===== config.mk =====
export PLATFORM = sky130hd
export DESIGN_NAME = mmd_top
export DESIGN_NICKNAME = d
export VERILOG_FILES = /design/src/mmd_pkg.sv /design/src/mmd_decode.sv /design/src/mmd_top.sv
export SDC_FILE = /design/constraint.sdc
export NUM_CORES = 1
export LEC_CHECK = 0
export ABC_AREA = 1
export BUFFER_PORTS_ARGS = -buffer_cell sky130_fd_sc_hd__clkbuf_2
export CORE_MARGIN = 4
export CORE_UTILIZATION = 50
export DETAILED_ROUTE_END_ITERATION = 8
export GPL_ROUTABILITY_DRIVEN = 0
export PLACE_DENSITY = 0.9
export SLEW_MARGIN = 10
export SYNTH_ARGS = -nofsm -noshare
export SYNTH_HDL_FRONTEND = slang
export SYNTH_SLANG_ARGS = --single-unit

===== constraint.sdc =====
create_clock -name core_clk_in -period 3.3 [get_ports core_clk_in]
set_clock_uncertainty 0.05 [all_clocks]
set_input_delay 0.66 -clock core_clk_in [delete_from_list [all_inputs] [get_ports core_clk_in]]
set_output_delay 0.66 -clock core_clk_in [all_outputs]
set_load 0.05 [all_outputs]

===== src/mmd_pkg.sv =====
// constants, types and register map of the memory map decoder
package mmd_pkg;

	// register indices as printed; byte address is four times the index
	localparam logic [15:0] MAP_IDX  = 16'h103D;
	localparam logic [15:0] CFG_IDX  = 16'h103F;
	localparam logic [15:0] STAT_IDX = 16'h1040;
	localparam logic [17:0] MAP_ADDR  = {MAP_IDX, 2'h0};
	localparam logic [17:0] CFG_ADDR  = {CFG_IDX, 2'h0};
	localparam logic [17:0] STAT_ADDR = {STAT_IDX, 2'h0};

	// values after reset and the write mask of the configuration register
	localparam logic [7:0] MAP_RESET = 8'h01;
	localparam logic [7:0] CFG_RESET = 8'h0F;
	localparam logic [7:0] CFG_WMASK = 8'h0F;

	// configuration bit positions
	localparam int CFG_ROM_BIT = 1;
	localparam int CFG_EEP_BIT = 0;

	// status bit positions
	localparam int STAT_LOCK_BIT   = 0;
	localparam int STAT_CLOSED_BIT = 1;
	localparam int STAT_MODE_LSB   = 2;

	// write window after reset, in E clock cycles
	localparam logic [6:0] INIT_WINDOW_CYC = 7'h40;

	// fixed address ranges
	localparam logic [15:0] ROM_BASE    = 16'hE000;
	localparam logic [15:0] EEP_LO      = 16'hB600;
	localparam logic [15:0] EEP_HI      = 16'hB7FF;
	localparam logic [15:0] BOOT_LO     = 16'hBF40;
	localparam logic [15:0] BOOT_HI     = 16'hBFFF;
	localparam logic [15:0] VEC_LO      = 16'hFFC0;
	localparam logic [15:0] VEC_TEST_HI = 16'hFFEF;
	localparam logic [7:0]  VEC_PAGE    = 8'hBF;

	// value of the undriven internal data bus
	localparam logic [7:0] IDLE_BUS = 8'hFF;

	// one-hot select positions
	localparam int SEL_REG  = 0;
	localparam int SEL_RAM  = 1;
	localparam int SEL_ROM  = 2;
	localparam int SEL_EEP  = 3;
	localparam int SEL_BOOT = 4;
	localparam int SEL_EXT  = 5;
	localparam int SEL_NONE = 6;
	localparam int SEL_W    = 7;

	typedef enum logic [1:0] {
		MMD_MODE_SINGLE = 2'h0,
		MMD_MODE_EXPAND = 2'h1,
		MMD_MODE_BOOT   = 2'h2,
		MMD_MODE_TEST   = 2'h3
	} mmd_mode_t;

	typedef enum logic {
		MMD_APB_IDLE,
		MMD_APB_ACK
	} mmd_apb_st_t;

	typedef struct packed {
		mmd_apb_st_t       apb_st;
		logic              pready;
		logic              pslverr;
		logic [31:0]       prdata;
		logic [7:0]        map;
		logic [7:0]        cfg;
		logic [6:0]        cnt;
		logic              locked;
		logic [SEL_W-1:0]  sel;
		logic [15:0]       iaddr;
		logic              iwrite;
		logic [7:0]        iwdata;
		logic [15:0]       xaddr;
		logic              xas;
		logic              xread;
		logic [7:0]        xdata;
		logic              xoe;
		logic              rd_pend;
		logic [7:0]        rdata;
		logic              rvalid;
	} mmd_state_t;

endpackage


===== src/mmd_decode.sv =====
// priority address decoder for one access
module mmd_decode (
	// access
	input  wire logic [15:0]                 addr_in,
	input  wire logic [1:0]                  mode_in,
	// mapping and enables
	input  wire logic [7:0]                  map_in,
	input  wire logic [7:0]                  cfg_in,
	// result
	output logic      [mmd_pkg::SEL_W-1:0]   sel_out,
	output logic      [15:0]                 eaddr_out
);

	function automatic logic page_hit(input logic [15:0] a, input logic [3:0] nib);
		return a[15:12] == nib;
	endfunction

	logic vec_boot;
	logic vec_test;
	logic vec;
	logic reg_hit;
	logic ram_hit;
	logic rom_hit;
	logic eep_hit;
	logic boot_hit;
	logic ext_mode;

	always_comb begin
		vec_boot = (mode_in == mmd_pkg::MMD_MODE_BOOT) && (addr_in >= mmd_pkg::VEC_LO);
		vec_test = (mode_in == mmd_pkg::MMD_MODE_TEST) && (addr_in >= mmd_pkg::VEC_LO)
			&& (addr_in <= mmd_pkg::VEC_TEST_HI);
		vec = vec_boot || vec_test;
		eaddr_out = addr_in;
		if (vec) begin
			eaddr_out = {mmd_pkg::VEC_PAGE, addr_in[7:0]};
		end
		reg_hit = page_hit(eaddr_out, map_in[3:0]) && (eaddr_out[11:6] == 6'h00)
			&& !vec;
		ram_hit = page_hit(eaddr_out, map_in[7:4]) && (eaddr_out[11:8] == 4'h0)
			&& !vec;
		rom_hit = (cfg_in[mmd_pkg::CFG_ROM_BIT] || (mode_in == mmd_pkg::MMD_MODE_SINGLE))
			&& (eaddr_out >= mmd_pkg::ROM_BASE);
		eep_hit = cfg_in[mmd_pkg::CFG_EEP_BIT] && (eaddr_out >= mmd_pkg::EEP_LO)
			&& (eaddr_out <= mmd_pkg::EEP_HI);
		boot_hit = (mode_in == mmd_pkg::MMD_MODE_BOOT) && (eaddr_out >= mmd_pkg::BOOT_LO)
			&& (eaddr_out <= mmd_pkg::BOOT_HI);
		ext_mode = (mode_in == mmd_pkg::MMD_MODE_EXPAND) || (mode_in == mmd_pkg::MMD_MODE_TEST);
		sel_out = '0;
		// exactly one select, highest priority first
		if (vec_test) begin
			sel_out[mmd_pkg::SEL_EXT] = 1'b1;
		end else if (reg_hit) begin
			sel_out[mmd_pkg::SEL_REG] = 1'b1;
		end else if (ram_hit) begin
			sel_out[mmd_pkg::SEL_RAM] = 1'b1;
		end else if (rom_hit) begin
			sel_out[mmd_pkg::SEL_ROM] = 1'b1;
		end else if (eep_hit) begin
			sel_out[mmd_pkg::SEL_EEP] = 1'b1;
		end else if (boot_hit) begin
			sel_out[mmd_pkg::SEL_BOOT] = 1'b1;
		end else if (ext_mode) begin
			sel_out[mmd_pkg::SEL_EXT] = 1'b1;
		end else begin
			sel_out[mmd_pkg::SEL_NONE] = 1'b1;
		end
	end

endmodule


===== src/mmd_top.sv =====
// memory map decoder top: mapping registers, decode pipeline, expansion bus
module mmd_top (
	// clock and reset
	input  wire logic                        core_clk_in,
	input  wire logic                        rstn_in,
	// apb slave
	input  wire logic                        psel_in,
	input  wire logic                        penable_in,
	input  wire logic                        pwrite_in,
	input  wire logic [17:0]                 paddr_in,
	input  wire logic [31:0]                 pwdata_in,
	output logic      [31:0]                 prdata_out,
	output logic                             pready_out,
	output logic                             pslverr_out,
	// operating mode
	input  wire logic [1:0]                  mode_in,
	// core access request
	input  wire logic                        cpu_valid_in,
	input  wire logic                        cpu_read_in,
	input  wire logic [15:0]                 cpu_addr_in,
	input  wire logic [7:0]                  cpu_wdata_in,
	// internal resource read data
	input  wire logic [7:0]                  reg_rdata_in,
	input  wire logic                        reg_impl_in,
	input  wire logic [7:0]                  ram_rdata_in,
	input  wire logic [7:0]                  rom_rdata_in,
	input  wire logic [7:0]                  eep_rdata_in,
	input  wire logic [7:0]                  boot_rdata_in,
	// internal resource selects
	output logic      [mmd_pkg::SEL_W-1:0]   sel_out,
	output logic      [15:0]                 int_addr_out,
	output logic                             int_write_out,
	output logic      [7:0]                  int_wdata_out,
	// expansion bus
	output logic      [15:0]                 exp_addr_out,
	output logic                             exp_as_out,
	output logic                             exp_read_out,
	output logic      [7:0]                  exp_data_out,
	output logic                             exp_data_oe_out,
	input  wire logic [7:0]                  exp_data_in,
	// core read answer
	output logic      [7:0]                  cpu_rdata_out,
	output logic                             cpu_rvalid_out
);

	mmd_pkg::mmd_state_t s_r;
	mmd_pkg::mmd_state_t s_nxt;

	logic [mmd_pkg::SEL_W-1:0] dec_sel;
	logic [15:0]               dec_eaddr;
	logic                      apb_setup;
	logic                      apb_done;
	logic                      win_open;
	logic                      addr_ok;
	logic [31:0]               rd_word;

	mmd_decode u_decode (
		.addr_in   (cpu_addr_in),
		.mode_in   (mode_in),
		.map_in    (s_r.map),
		.cfg_in    (s_r.cfg),
		.sel_out   (dec_sel),
		.eaddr_out (dec_eaddr)
	);

	localparam mmd_pkg::mmd_state_t STATE_RESET = '{
		apb_st:  mmd_pkg::MMD_APB_IDLE,
		pready:  1'b0,
		pslverr: 1'b0,
		prdata:  32'h0000_0000,
		map:     mmd_pkg::MAP_RESET,
		cfg:     mmd_pkg::CFG_RESET,
		cnt:     7'h00,
		locked:  1'b0,
		sel:     7'h00,
		iaddr:   16'h0000,
		iwrite:  1'b0,
		iwdata:  8'h00,
		xaddr:   16'h0000,
		xas:     1'b0,
		xread:   1'b1,
		xdata:   8'h00,
		xoe:     1'b0,
		rd_pend: 1'b0,
		rdata:   8'h00,
		rvalid:  1'b0
	};

	always_comb begin
		s_nxt = s_r;

		// write window counter, saturates once closed
		win_open = s_r.cnt < mmd_pkg::INIT_WINDOW_CYC;
		if (win_open) begin
			s_nxt.cnt = s_r.cnt + 7'h01;
		end

		// apb register access
		apb_setup = psel_in && !penable_in;
		apb_done  = psel_in && penable_in && s_r.pready;
		addr_ok   = (paddr_in == mmd_pkg::MAP_ADDR) || (paddr_in == mmd_pkg::CFG_ADDR)
			|| (paddr_in == mmd_pkg::STAT_ADDR);
		rd_word = 32'h0000_0000;
		case (paddr_in)
			mmd_pkg::MAP_ADDR: begin
				rd_word[7:0] = s_r.map;
			end
			mmd_pkg::CFG_ADDR: begin
				rd_word[7:0] = s_r.cfg;
			end
			mmd_pkg::STAT_ADDR: begin
				rd_word[mmd_pkg::STAT_LOCK_BIT]   = s_r.locked;
				rd_word[mmd_pkg::STAT_CLOSED_BIT] = !win_open;
				rd_word[mmd_pkg::STAT_MODE_LSB +: 2] = mode_in;
			end
			default: begin
				rd_word = 32'h0000_0000;
			end
		endcase

		case (s_r.apb_st)
			mmd_pkg::MMD_APB_IDLE: begin
				s_nxt.pready  = 1'b0;
				s_nxt.pslverr = 1'b0;
				if (apb_setup) begin
					s_nxt.apb_st  = mmd_pkg::MMD_APB_ACK;
					s_nxt.pready  = 1'b1;
					s_nxt.pslverr = !addr_ok;
					s_nxt.prdata  = pwrite_in ? 32'h0000_0000 : rd_word;
				end
			end
			mmd_pkg::MMD_APB_ACK: begin
				if (apb_done) begin
					s_nxt.apb_st  = mmd_pkg::MMD_APB_IDLE;
					s_nxt.pready  = 1'b0;
					s_nxt.pslverr = 1'b0;
					if (pwrite_in && addr_ok) begin
						if (paddr_in == mmd_pkg::MAP_ADDR && win_open && !s_r.locked) begin
							s_nxt.map    = pwdata_in[7:0];
							s_nxt.locked = 1'b1;
						end
						if (paddr_in == mmd_pkg::CFG_ADDR) begin
							s_nxt.cfg = pwdata_in[7:0] & mmd_pkg::CFG_WMASK;
						end
					end
				end
			end
			default: begin
				s_nxt.apb_st = mmd_pkg::MMD_APB_IDLE;
				s_nxt.pready = 1'b0;
			end
		endcase

		// access stage: selects and expansion bus, one cycle per access
		s_nxt.sel    = '0;
		s_nxt.iwrite = 1'b0;
		s_nxt.xas    = 1'b0;
		s_nxt.xoe    = 1'b0;
		s_nxt.rd_pend = 1'b0;
		if (cpu_valid_in) begin
			s_nxt.sel    = dec_sel;
			s_nxt.iaddr  = dec_eaddr;
			s_nxt.iwrite = !cpu_read_in && !dec_sel[mmd_pkg::SEL_EXT]
				&& !dec_sel[mmd_pkg::SEL_NONE];
			s_nxt.iwdata = cpu_wdata_in;
			// bus cycle shown for internal targets too
			s_nxt.xaddr  = dec_eaddr;
			s_nxt.xas    = 1'b1;
			s_nxt.xread  = cpu_read_in;
			s_nxt.xdata  = cpu_wdata_in;
			s_nxt.xoe    = !cpu_read_in;
			s_nxt.rd_pend = cpu_read_in;
		end

		// answer stage: pick the source chosen in the access stage
		s_nxt.rvalid = s_r.rd_pend;
		if (s_r.rd_pend) begin
			if (s_r.sel[mmd_pkg::SEL_REG]) begin
				s_nxt.rdata = reg_impl_in ? reg_rdata_in : mmd_pkg::IDLE_BUS;
			end else if (s_r.sel[mmd_pkg::SEL_RAM]) begin
				s_nxt.rdata = ram_rdata_in;
			end else if (s_r.sel[mmd_pkg::SEL_ROM]) begin
				s_nxt.rdata = rom_rdata_in;
			end else if (s_r.sel[mmd_pkg::SEL_EEP]) begin
				s_nxt.rdata = eep_rdata_in;
			end else if (s_r.sel[mmd_pkg::SEL_BOOT]) begin
				s_nxt.rdata = boot_rdata_in;
			end else if (s_r.sel[mmd_pkg::SEL_EXT]) begin
				s_nxt.rdata = exp_data_in;
			end else begin
				s_nxt.rdata = mmd_pkg::IDLE_BUS;
			end
		end
	end

	always_ff @(posedge core_clk_in or negedge rstn_in) begin
		if (!rstn_in) begin
			s_r <= STATE_RESET;
		end else begin
			s_r <= s_nxt;
		end
	end

	// outputs straight from the state register
	assign prdata_out      = s_r.prdata;
	assign pready_out      = s_r.pready;
	assign pslverr_out     = s_r.pslverr;
	assign sel_out         = s_r.sel;
	assign int_addr_out    = s_r.iaddr;
	assign int_write_out   = s_r.iwrite;
	assign int_wdata_out   = s_r.iwdata;
	assign exp_addr_out    = s_r.xaddr;
	assign exp_as_out      = s_r.xas;
	assign exp_read_out    = s_r.xread;
	assign exp_data_out    = s_r.xdata;
	assign exp_data_oe_out = s_r.xoe;
	assign cpu_rdata_out   = s_r.rdata;
	assign cpu_rvalid_out  = s_r.rvalid;

endmodule


==> results of run 1 <==
## synth_stat cells, drive strengths merged, types with 3 or more instances
cell type	instances	area, sq um
nor2	30	115
or2	3	23.8
nor4	5	37.5
nand4	10	83.8
xnor2	3	26.3
clkbuf	12	45.0
a21oi	22	110
o21ai	54	300
nand3	18	95.1
nand2	171	647
xor2	3	26.3
dfstp	6	158
buf	96	724
inv	48	180
o22ai	9	56.3
nor3	11	55.1
dfrtp	70	1750
## final timing paths
path	start	to
min in group core_clk_in	s_nxt[0]	cpu_rvalid_out
max	sel_out[1]	sel_out[1]
min	rstn_in	pslverr_out
min reg2reg	s_nxt[0]	cpu_rvalid_out
max reg2reg	sel_out[4]	cpu_rdata_out[2]
max in group asynchronous	rstn_in	exp_data_out[0]
## logic make-up (layout without fill, tap and decap cells)
group | count (synthesis) | in the layout | synth area share
other cells | 1 | 24 | 0.000829
fa+ha+maj | 1 | 1 | 0.00277
xor+xnor | 6 | 6 | 0.0116
compound gates | 89 | 89 | 0.110
flops | 76 | 76 | 0.422
simple gates | 251 | 251 | 0.241
buf+inv | 158 | 253 | 0.212
## state kept, by name, indices dropped and copies added, names as in the netlist
signal and cells:
s_r 21, pready_out 1, cpu_rdata_out 8, exp_addr_out 16
s_nxt 1, prdata_out 8, pslverr_out 1, exp_data_out 8
int_write_out 1, cpu_rvalid_out 1, sel_out 7, exp_as_out 1
exp_data_oe_out 1, exp_read_out 1
## cells in the final DEF (no fill, tap or decap), types with 9 or more instances in the layout
cell                       Yosys  routed
sky130_fd_sc_hd__inv_1        48      48
sky130_fd_sc_hd__conb_1        1      24
sky130_fd_sc_hd__nor3_1       11      11
sky130_fd_sc_hd__nand2_1     169     169
sky130_fd_sc_hd__a21oi_1      22      22
sky130_fd_sc_hd__clkbuf_2      0     184
sky130_fd_sc_hd__o22ai_1       9       9
sky130_fd_sc_hd__o21ai_0      46      46
sky130_fd_sc_hd__nor2_1       29      29
sky130_fd_sc_hd__nand3_1      17      17
sky130_fd_sc_hd__clkbuf_8      0      10
sky130_fd_sc_hd__dfrtp_1      70      70
## stage by stage
stage          area (sq um)  worst slack [ps]  hold WS (ps)
3_5_place_dp           4920              1050           366
5_1_grt                5130              1130           407
6_report               5130              1180           386
3_3_place_gp           4920              1090           366
2_1_floorplan          4610              1330           314
4_1_cts                5130              1170           387
## report_power, final
group,internal (uW),switching (uW),total (uW)
Combinational,148,518,667
Clock,375,359,734
Sequential,993,45.5,1040
Total,1520,922,2440
## metal layers
metal,wire length (um),vias to the layer above,part of all wire,track usage
li1,-,1970,-,-
met3,1010,8,0.094,0.0521
met1,4270,1731,0.40,0.244
met2,5390,148,0.50,0.333
met4,95,0,0.0088,0.0478
met5,0,-,0,0
## area by class of cell
class / instances / share of cell area
clock buffers: 10 / 0.0268
clock inverters: 6 / 0.0137
inverters: 50 / 0.0366
multi-input cells: 371 / 0.340
flip-flops and latches: 76 / 0.372
well taps: 108 / 0.0264
repair buffers: 187 / 0.184
==> impl.org, run 1 <==
** Worst setup path
- Type of the setup path with the least slack :: reg2out
- Endpoint type of the worst setup path :: output port
- The cell family contributing the most delay on the critical path is flip-flops.
- Data arrival time at the worst-slack endpoint :: 1410 ps
- Crit-path max FO :: 17
- Counting both buffers and inverters, the worst setup path holds a total of 1.
- STA classifies the critical path startpoint as a flip-flop.
- The largest single stage delay on the critical path is 670 ps.
- Data on the critical path is required at its endpoint by 2590 ps.
- Walking the worst path, the cells encountered are clkbuf_2.
- The number of cells on the worst reg-to-reg path is 8.
- Flop-to-flop setup slack :: 1450 ps
- Logic depth of the worst path, buffers included :: 1
- Among all stages on the critical path, the largest delay is contributed by sky130_fd_sc_hd__dfrtp_1.

** Cells and area
- The layout has 841 filler cells.
- The sequential cells in the finished layout cover a total of 1910 sq um.
- The final layout contains 828 nets.
- For this run, the share of the core covered by cells in the final layout is 0.585.
- Antenna cell count :: 0
- Area growth from synthesis to layout :: 13.3%
- The finished layout holds 808 standard cells, fillers aside.
- Fraction of final layout cells sized beyond drive strength 1 :: 0.326
- In the final layout, the multi-input gates occupy 1740 sq um.

** Timing
- In the finished design, the share of the clock period the worst path needs comes to 0.641.
- Worst Max-Slew Pin Slew :: 940 ps
- Number of hold-slack violations in the final timing report :: 0
- Final Max Tran Viols :: 0
- Setup repair after global routing left no endpoint under its margin.
- Fmax :: 473 MHz
- The worst pin sits at a relative slew slack of 0.373.
- Setup violations remaining at the end of the flow were counted as 0.
- Setup total negative slack on the finished layout was measured at 0 ps.
- The worst path in the final design needs a cycle of 2120 ps, including I/O delays and setup.

** Route
- Final routed DRC violation total :: 0
- DRT iter0 DRCs :: 207
- Summed over all layers, the routed wires come to 10.8 mm.
- Antenna Violating Nets Remaining :: 0
- Dividing the detail-routed via count by the number of cells gives 4.77.
- Number of detailed-routing iterations run before antenna repair :: 4
- Total number of vias :: 3,857
- Dividing the detail-routed wire length by the instance count gives 13.3 um.

** Global route
- Entering global routing, the biggest net connects 77 pins.
- Global routing usage summed across all routing layers :: 0.194
- For this run the aggregate overflow at the end of global routing stands at 0.
- First-pass GRT wire length :: 15.9 mm
- Number of antenna violations at the first check in global routing :: 0
- Via count of the first global-routing pass :: 3,316

** Synthesis
- Fraction of the yosys area taken by sequential cells :: 0.422
- Count of unique library cells instantiated by Yosys :: 35
- Number of storage elements in the synthesis netlist :: 76
- In this run the mean area of a mapped cell was 7.77 sq um.
- Among all flip-flop cells after synthesis, the most frequent one is sky130_fd_sc_hd__dfrtp_1.
- For this run, asynchronously set or reset flops after synthesis account for 1.00.
- Synthesized cell area :: 4520 sq um
- Synthesis warning total :: 0
- Synthesis produced 582 cells.
- Counting flops with a built-in enable in the synthesized netlist gives 0.

** Clocking
- The longest clock path from root to sink contains 2 buffers.
- Number of sinks driven by the clock tree :: 76
- Post-CTS sizing :: 0
- Post CTS Setup Buffer Count :: 0
- Cell chosen for the clock root :: sky130_fd_sc_hd__clkbuf_8
- The H-tree was split into 3 levels.
- The later pin in the worst-skew pair is clocked with a latency of 350 ps.
- Clock-pin slew reported for the worst setup and hold paths after clock tree synthesis :: 80 ps
- TritonCTS built the clock tree.
- The number of hold buffers added after CTS was 0.
- TritonCTS created 9 clock buffers.

** Place
- DP Cell Count :: 792
- IO Port Bufs :: 185
- The HPWL after detailed placement is 8.55 mm.

** Run status
- Run status :: completed

** Floorplanning
- Core Box Area :: 8760 sq um
- # IOs :: 234
- Die Area :: 10,600 sq um
- Die width :: 103 um
- Cell row count :: 34
- The initial utilization of the core area, before any placement, comes to 0.516.
- Die Span Y :: 103 um

** Power and ir drop
- IR analysis of the VDD net gives a maximum drop of 0.257 mV.
- Total Power Consumption :: 2440 uW
- Static leakage :: 0.00284 uW
- Power spread over the standard cell area amounts to 476 nW/um^2.

** Hold path
- Worst hold path type :: in2async

** Job
- Max-cap violations in this run came to 0.
No activity file was read; power rests on OpenSTA's default activity.
==> run 2: changes to the inputs <==
ABC_AREA = 0   (was 1)
CORE_UTILIZATION = 41   (was 50)
PLACE_DENSITY = 0.8   (was 0.9)
clock period = 1.7 ns   (was 3.3 ns; I/O delays follow)
==> impl.org, run 2 <==
** Cells and area
- Nets@finish :: 705
- The library cells used most frequently in the layout, excluding fill and tap cells, are sky130_fd_sc_hd__clkbuf_2, sky130_fd_sc_hd__dfrtp_1, sky130_fd_sc_hd__buf_4, sky130_fd_sc_hd__mux2_2, sky130_fd_sc_hd__nand2_1.
- Number of inserted filler cells in the final layout :: 932
- Antenna cell count :: 0
- In the final layout, the multi-input gates occupy 1780 sq um.
- Of the cells placed in the final design, the portion with a size suffix greater than 1 is 0.516.
- More flip-flops sit in one register than any other, and that register is s_r.
- The finished layout holds 713 standard cells, fillers aside.
- Once layout is done, the placed cells without fillers occupy 5320 sq um.
- Registers take 1910 sq um.
- Most common cell after layout, fill and taps aside :: sky130_fd_sc_hd__clkbuf_2
- The register with the most flip-flops in the layout has 21 of them.
- Compared with the post-synthesis result, the final layout area differs by 22.5%.

** Synthesis
- Post-synth EDFFs :: 0
- By instance count, the leading cell after synthesis is sky130_fd_sc_hd__buf_4.
- In this run, distinct cell masters in the synthesized netlist total 50.
- Synthesis warning total :: 0
- Fraction of post-synthesis cell area in the top cell type by area :: 0.403
- Cell type with the largest total area after synthesis :: sky130_fd_sc_hd__dfrtp_1
- Main synth FF type :: sky130_fd_sc_hd__dfrtp_1
- After synthesis the netlist holds a flip-flop and latch count of 76.
- Fraction of the yosys area taken by sequential cells :: 0.440
- The synthesized netlist occupies a cell area of 4340 sq um.
- Synthesis handed over a netlist of 421 instances.
- Each instance of the synthesized netlist takes up on average 10.3 sq um.
- Share of synthesized registers carrying an async set or reset :: 1.00
- Sorting the synthesized cells by how often they occur yields sky130_fd_sc_hd__buf_4, sky130_fd_sc_hd__dfrtp_1, sky130_fd_sc_hd__mux2_2.
- By area the synthesized netlist is led by sky130_fd_sc_hd__dfrtp_1, sky130_fd_sc_hd__buf_4, sky130_fd_sc_hd__mux2_2.

** Floorplanning
- For this design the top-level I/O count stands at 234.
- Core Box Area :: 10,300 sq um
- Die Span Y :: 111 um
- The die is 111 um wide.
- For this configuration, the core starts out at a cell density of 0.421.
- Cell row count :: 37
- The die covers 12,300 sq um.

** Hold path
- The min-delay analysis places its worst path in the category in2reg.
- WHS Endpoint :: exp_data_oe_out
- Hold path cells :: 2
- Hold path startpoint :: cpu_read_in

** Timing
- Setup repair after global routing left no endpoint under its margin.
- Based on the critical path, the design can be clocked at up to 593 MHz.
- In this run the tightest slew margin relative to its limit is 0.621.
- The tightest hold path in the finished design has a slack of 158 ps.
- The smallest clock period supported by the final layout is computed as 1690 ps.
- Final Cycle Share :: 0.993
- Worst Max-Slew Pin Slew :: 564 ps
- The count of pins over their slew limit came to 0.
- The number of endpoints with negative hold slack in the final report was 0.
- Setup violations remaining at the end of the flow were counted as 0.

** Place
- DP Cell Count :: 696
- Summing all placed instances gives a cell area of 5100 sq um.
- IO Port Bufs :: 185
- Summed over all nets, the half-perimeter wirelength after detailed placement is 9.16 mm.

** Clocking
- The longest clock path from root to sink contains 2 buffers.
- The tree built by TritonCTS fans out to 76 sinks.
- Post-CTS timing repair inserted 0 buffers for setup.
- Cell chosen for the clock root :: sky130_fd_sc_hd__clkbuf_8
- After clock tree synthesis, the clock-pin slew on the worst setup and hold paths is 80 ps.
- Counting the buffers created by CTS gives 9.
- TritonCTS built the clock tree.
- The H-tree was split into 3 levels.
- Clk_lat worst skew :: 340 ps

** Job
- The tool flagged a number of max-cap violations equal to 0.

** Route
- After detailed routing, the number of vias per cell comes to 5.00.
- After detailed routing, the average wire length per cell comes to 15.4 um.
- Number of detailed-routing iterations run before antenna repair :: 5
- After detailed routing, the total wire length is 11.0 mm.
- The first routing iteration left 242 violations.
- Antenna Violating Nets Remaining :: 0
- Total number of vias :: 3,567
- For this run, design rule violations remaining after detail routing come to 0.

** Global route
- Number of antenna violations at the first check in global routing :: 0
- The first global-routing pass estimated 17.7 mm of wire.
- Via count of the first global-routing pass :: 3,638
- Maximum number of pins on one net before global-route repair :: 31
- For this run, the total global-route usage over all layers was measured as 0.176.
- For this run the aggregate overflow at the end of global routing stands at 0.

** Worst setup path
- In this run the worst path has a maximum fanout of 4.
- R2R cell count :: 3
- STA classifies the critical path startpoint as an input port.
- Flop-to-flop setup slack :: 40 ps
- The worst setup path is captured at a flip-flop.
- Critical R2R Launch :: s_r[77]
- Data arrives at the worst endpoint at 1930 ps.
- Data required time of the critical path :: 1940 ps
- In this run the critical register-to-register path is captured at sel_out[3].
- The setup path with the least slack is of type in2reg.

** Power and ir drop
- VDD IR-drop max :: 0.575 mV
- Total power per unit cell area :: 889 nW/um^2
- The analysis attributes to cell leakage a power of 0.00260 uW.

** Run status
- Run status :: completed
-- run 2: cell count changes after synthesis, sizes merged, moves of 6 or more --
cell	before	now
nor3	11	4
a21oi	22	1
o21ai	54	17
inv	48	6
nand3	18	8
nor2	30	18
a22oi	0	9
and2	1	7
a31oi	0	8
mux2	0	36
nand2	171	32
o211ai	2	18
nand4	10	3
-- run 2: layout make-up --
type,instances,area share
flip-flops and latches,76,0.359
clock buffers,11,0.0247
clock inverters,5,0.00988
well taps,136,0.0320
repair buffers,225,0.236
multi-input cells,254,0.334
inverters,6,0.00423
-- run 2: per-stage QoR --
step / setup slack, ps / total power [uW] / utilization / setup TNS (ps)
after global placement: -261 / 3430 / 0.494 / -2040
after detailed placement: -323 / 3460 / 0.494 / -3220
after global routing: 0.643 / 4960 / 0.515 / 0
after CTS: 40.5 / 4790 / 0.513 / 0
final: 12.6 / 4730 / 0.515 / 0
after floorplan: -137 / 3210 / - / -952
-- run 2: layer usage --
layer / vias to the layer above / global-route usage / part of all wire
met5: - / 0 / 0
met4: 0 / 0.0369 / 0.011
met3: 15 / 0.0524 / 0.083
met2: 187 / 0.326 / 0.52
met1: 1691 / 0.200 / 0.39
li1: 1674 / - / -
-- run 2: logic make-up after synthesis --
kind of cell             after synthesis  share of synthesized area
multiplexers                          36                     0.0933
XOR/XNOR                              13                     0.0262
buffers and inverters                114                      0.181
AND/OR/NAND/NOR                      103                      0.129
AO/OA/AOI/OAI                         77                      0.127
adder cells (fa/ha/maj)                1                    0.00288
other                                  1                   0.000863
flip-flops                            76                      0.440
-- run 2: power breakdown --
group	internal (uW)	leakage [uW]	switching, uW	total [uW]
combinational	386	0.00158	1030	1410
sequential	1930	0.000919	84.0	2010
clock	672	0.0000931	633	1300
-- run 2: repair_timing --
action	in CTS	in global routing
resized for setup	0	5
hold buffers	1	0
endpoints found under the hold margin	23	0
setup endpoints to repair	0	5
-- run 2: how the worst max path moves through the flow --
stage,from,to,slack (ps),cells past startpoint
final,cpu_addr_in[9],sel_out[3],10,7
after global routing,s_r[127],prdata_out[3],0.6,4
after CTS,s_r[127],prdata_out[0],40,5
after detailed placement,cpu_addr_in[11],sel_out[3],-320,7
after global placement,cpu_addr_in[11],sel_out[3],-260,7
after floorplan,pready_out,s_r[86],-140,5
-- run 2: worst max-delay path, cell delays in order --
cell                       delay, ps
sky130_fd_sc_hd__clkbuf_2        130
sky130_fd_sc_hd__nand4_1         230
sky130_fd_sc_hd__o41a_1          490
sky130_fd_sc_hd__nand2_1         150
sky130_fd_sc_hd__a21oi_1          90
sky130_fd_sc_hd__nor3b_1         330
sky130_fd_sc_hd__buf_4           170
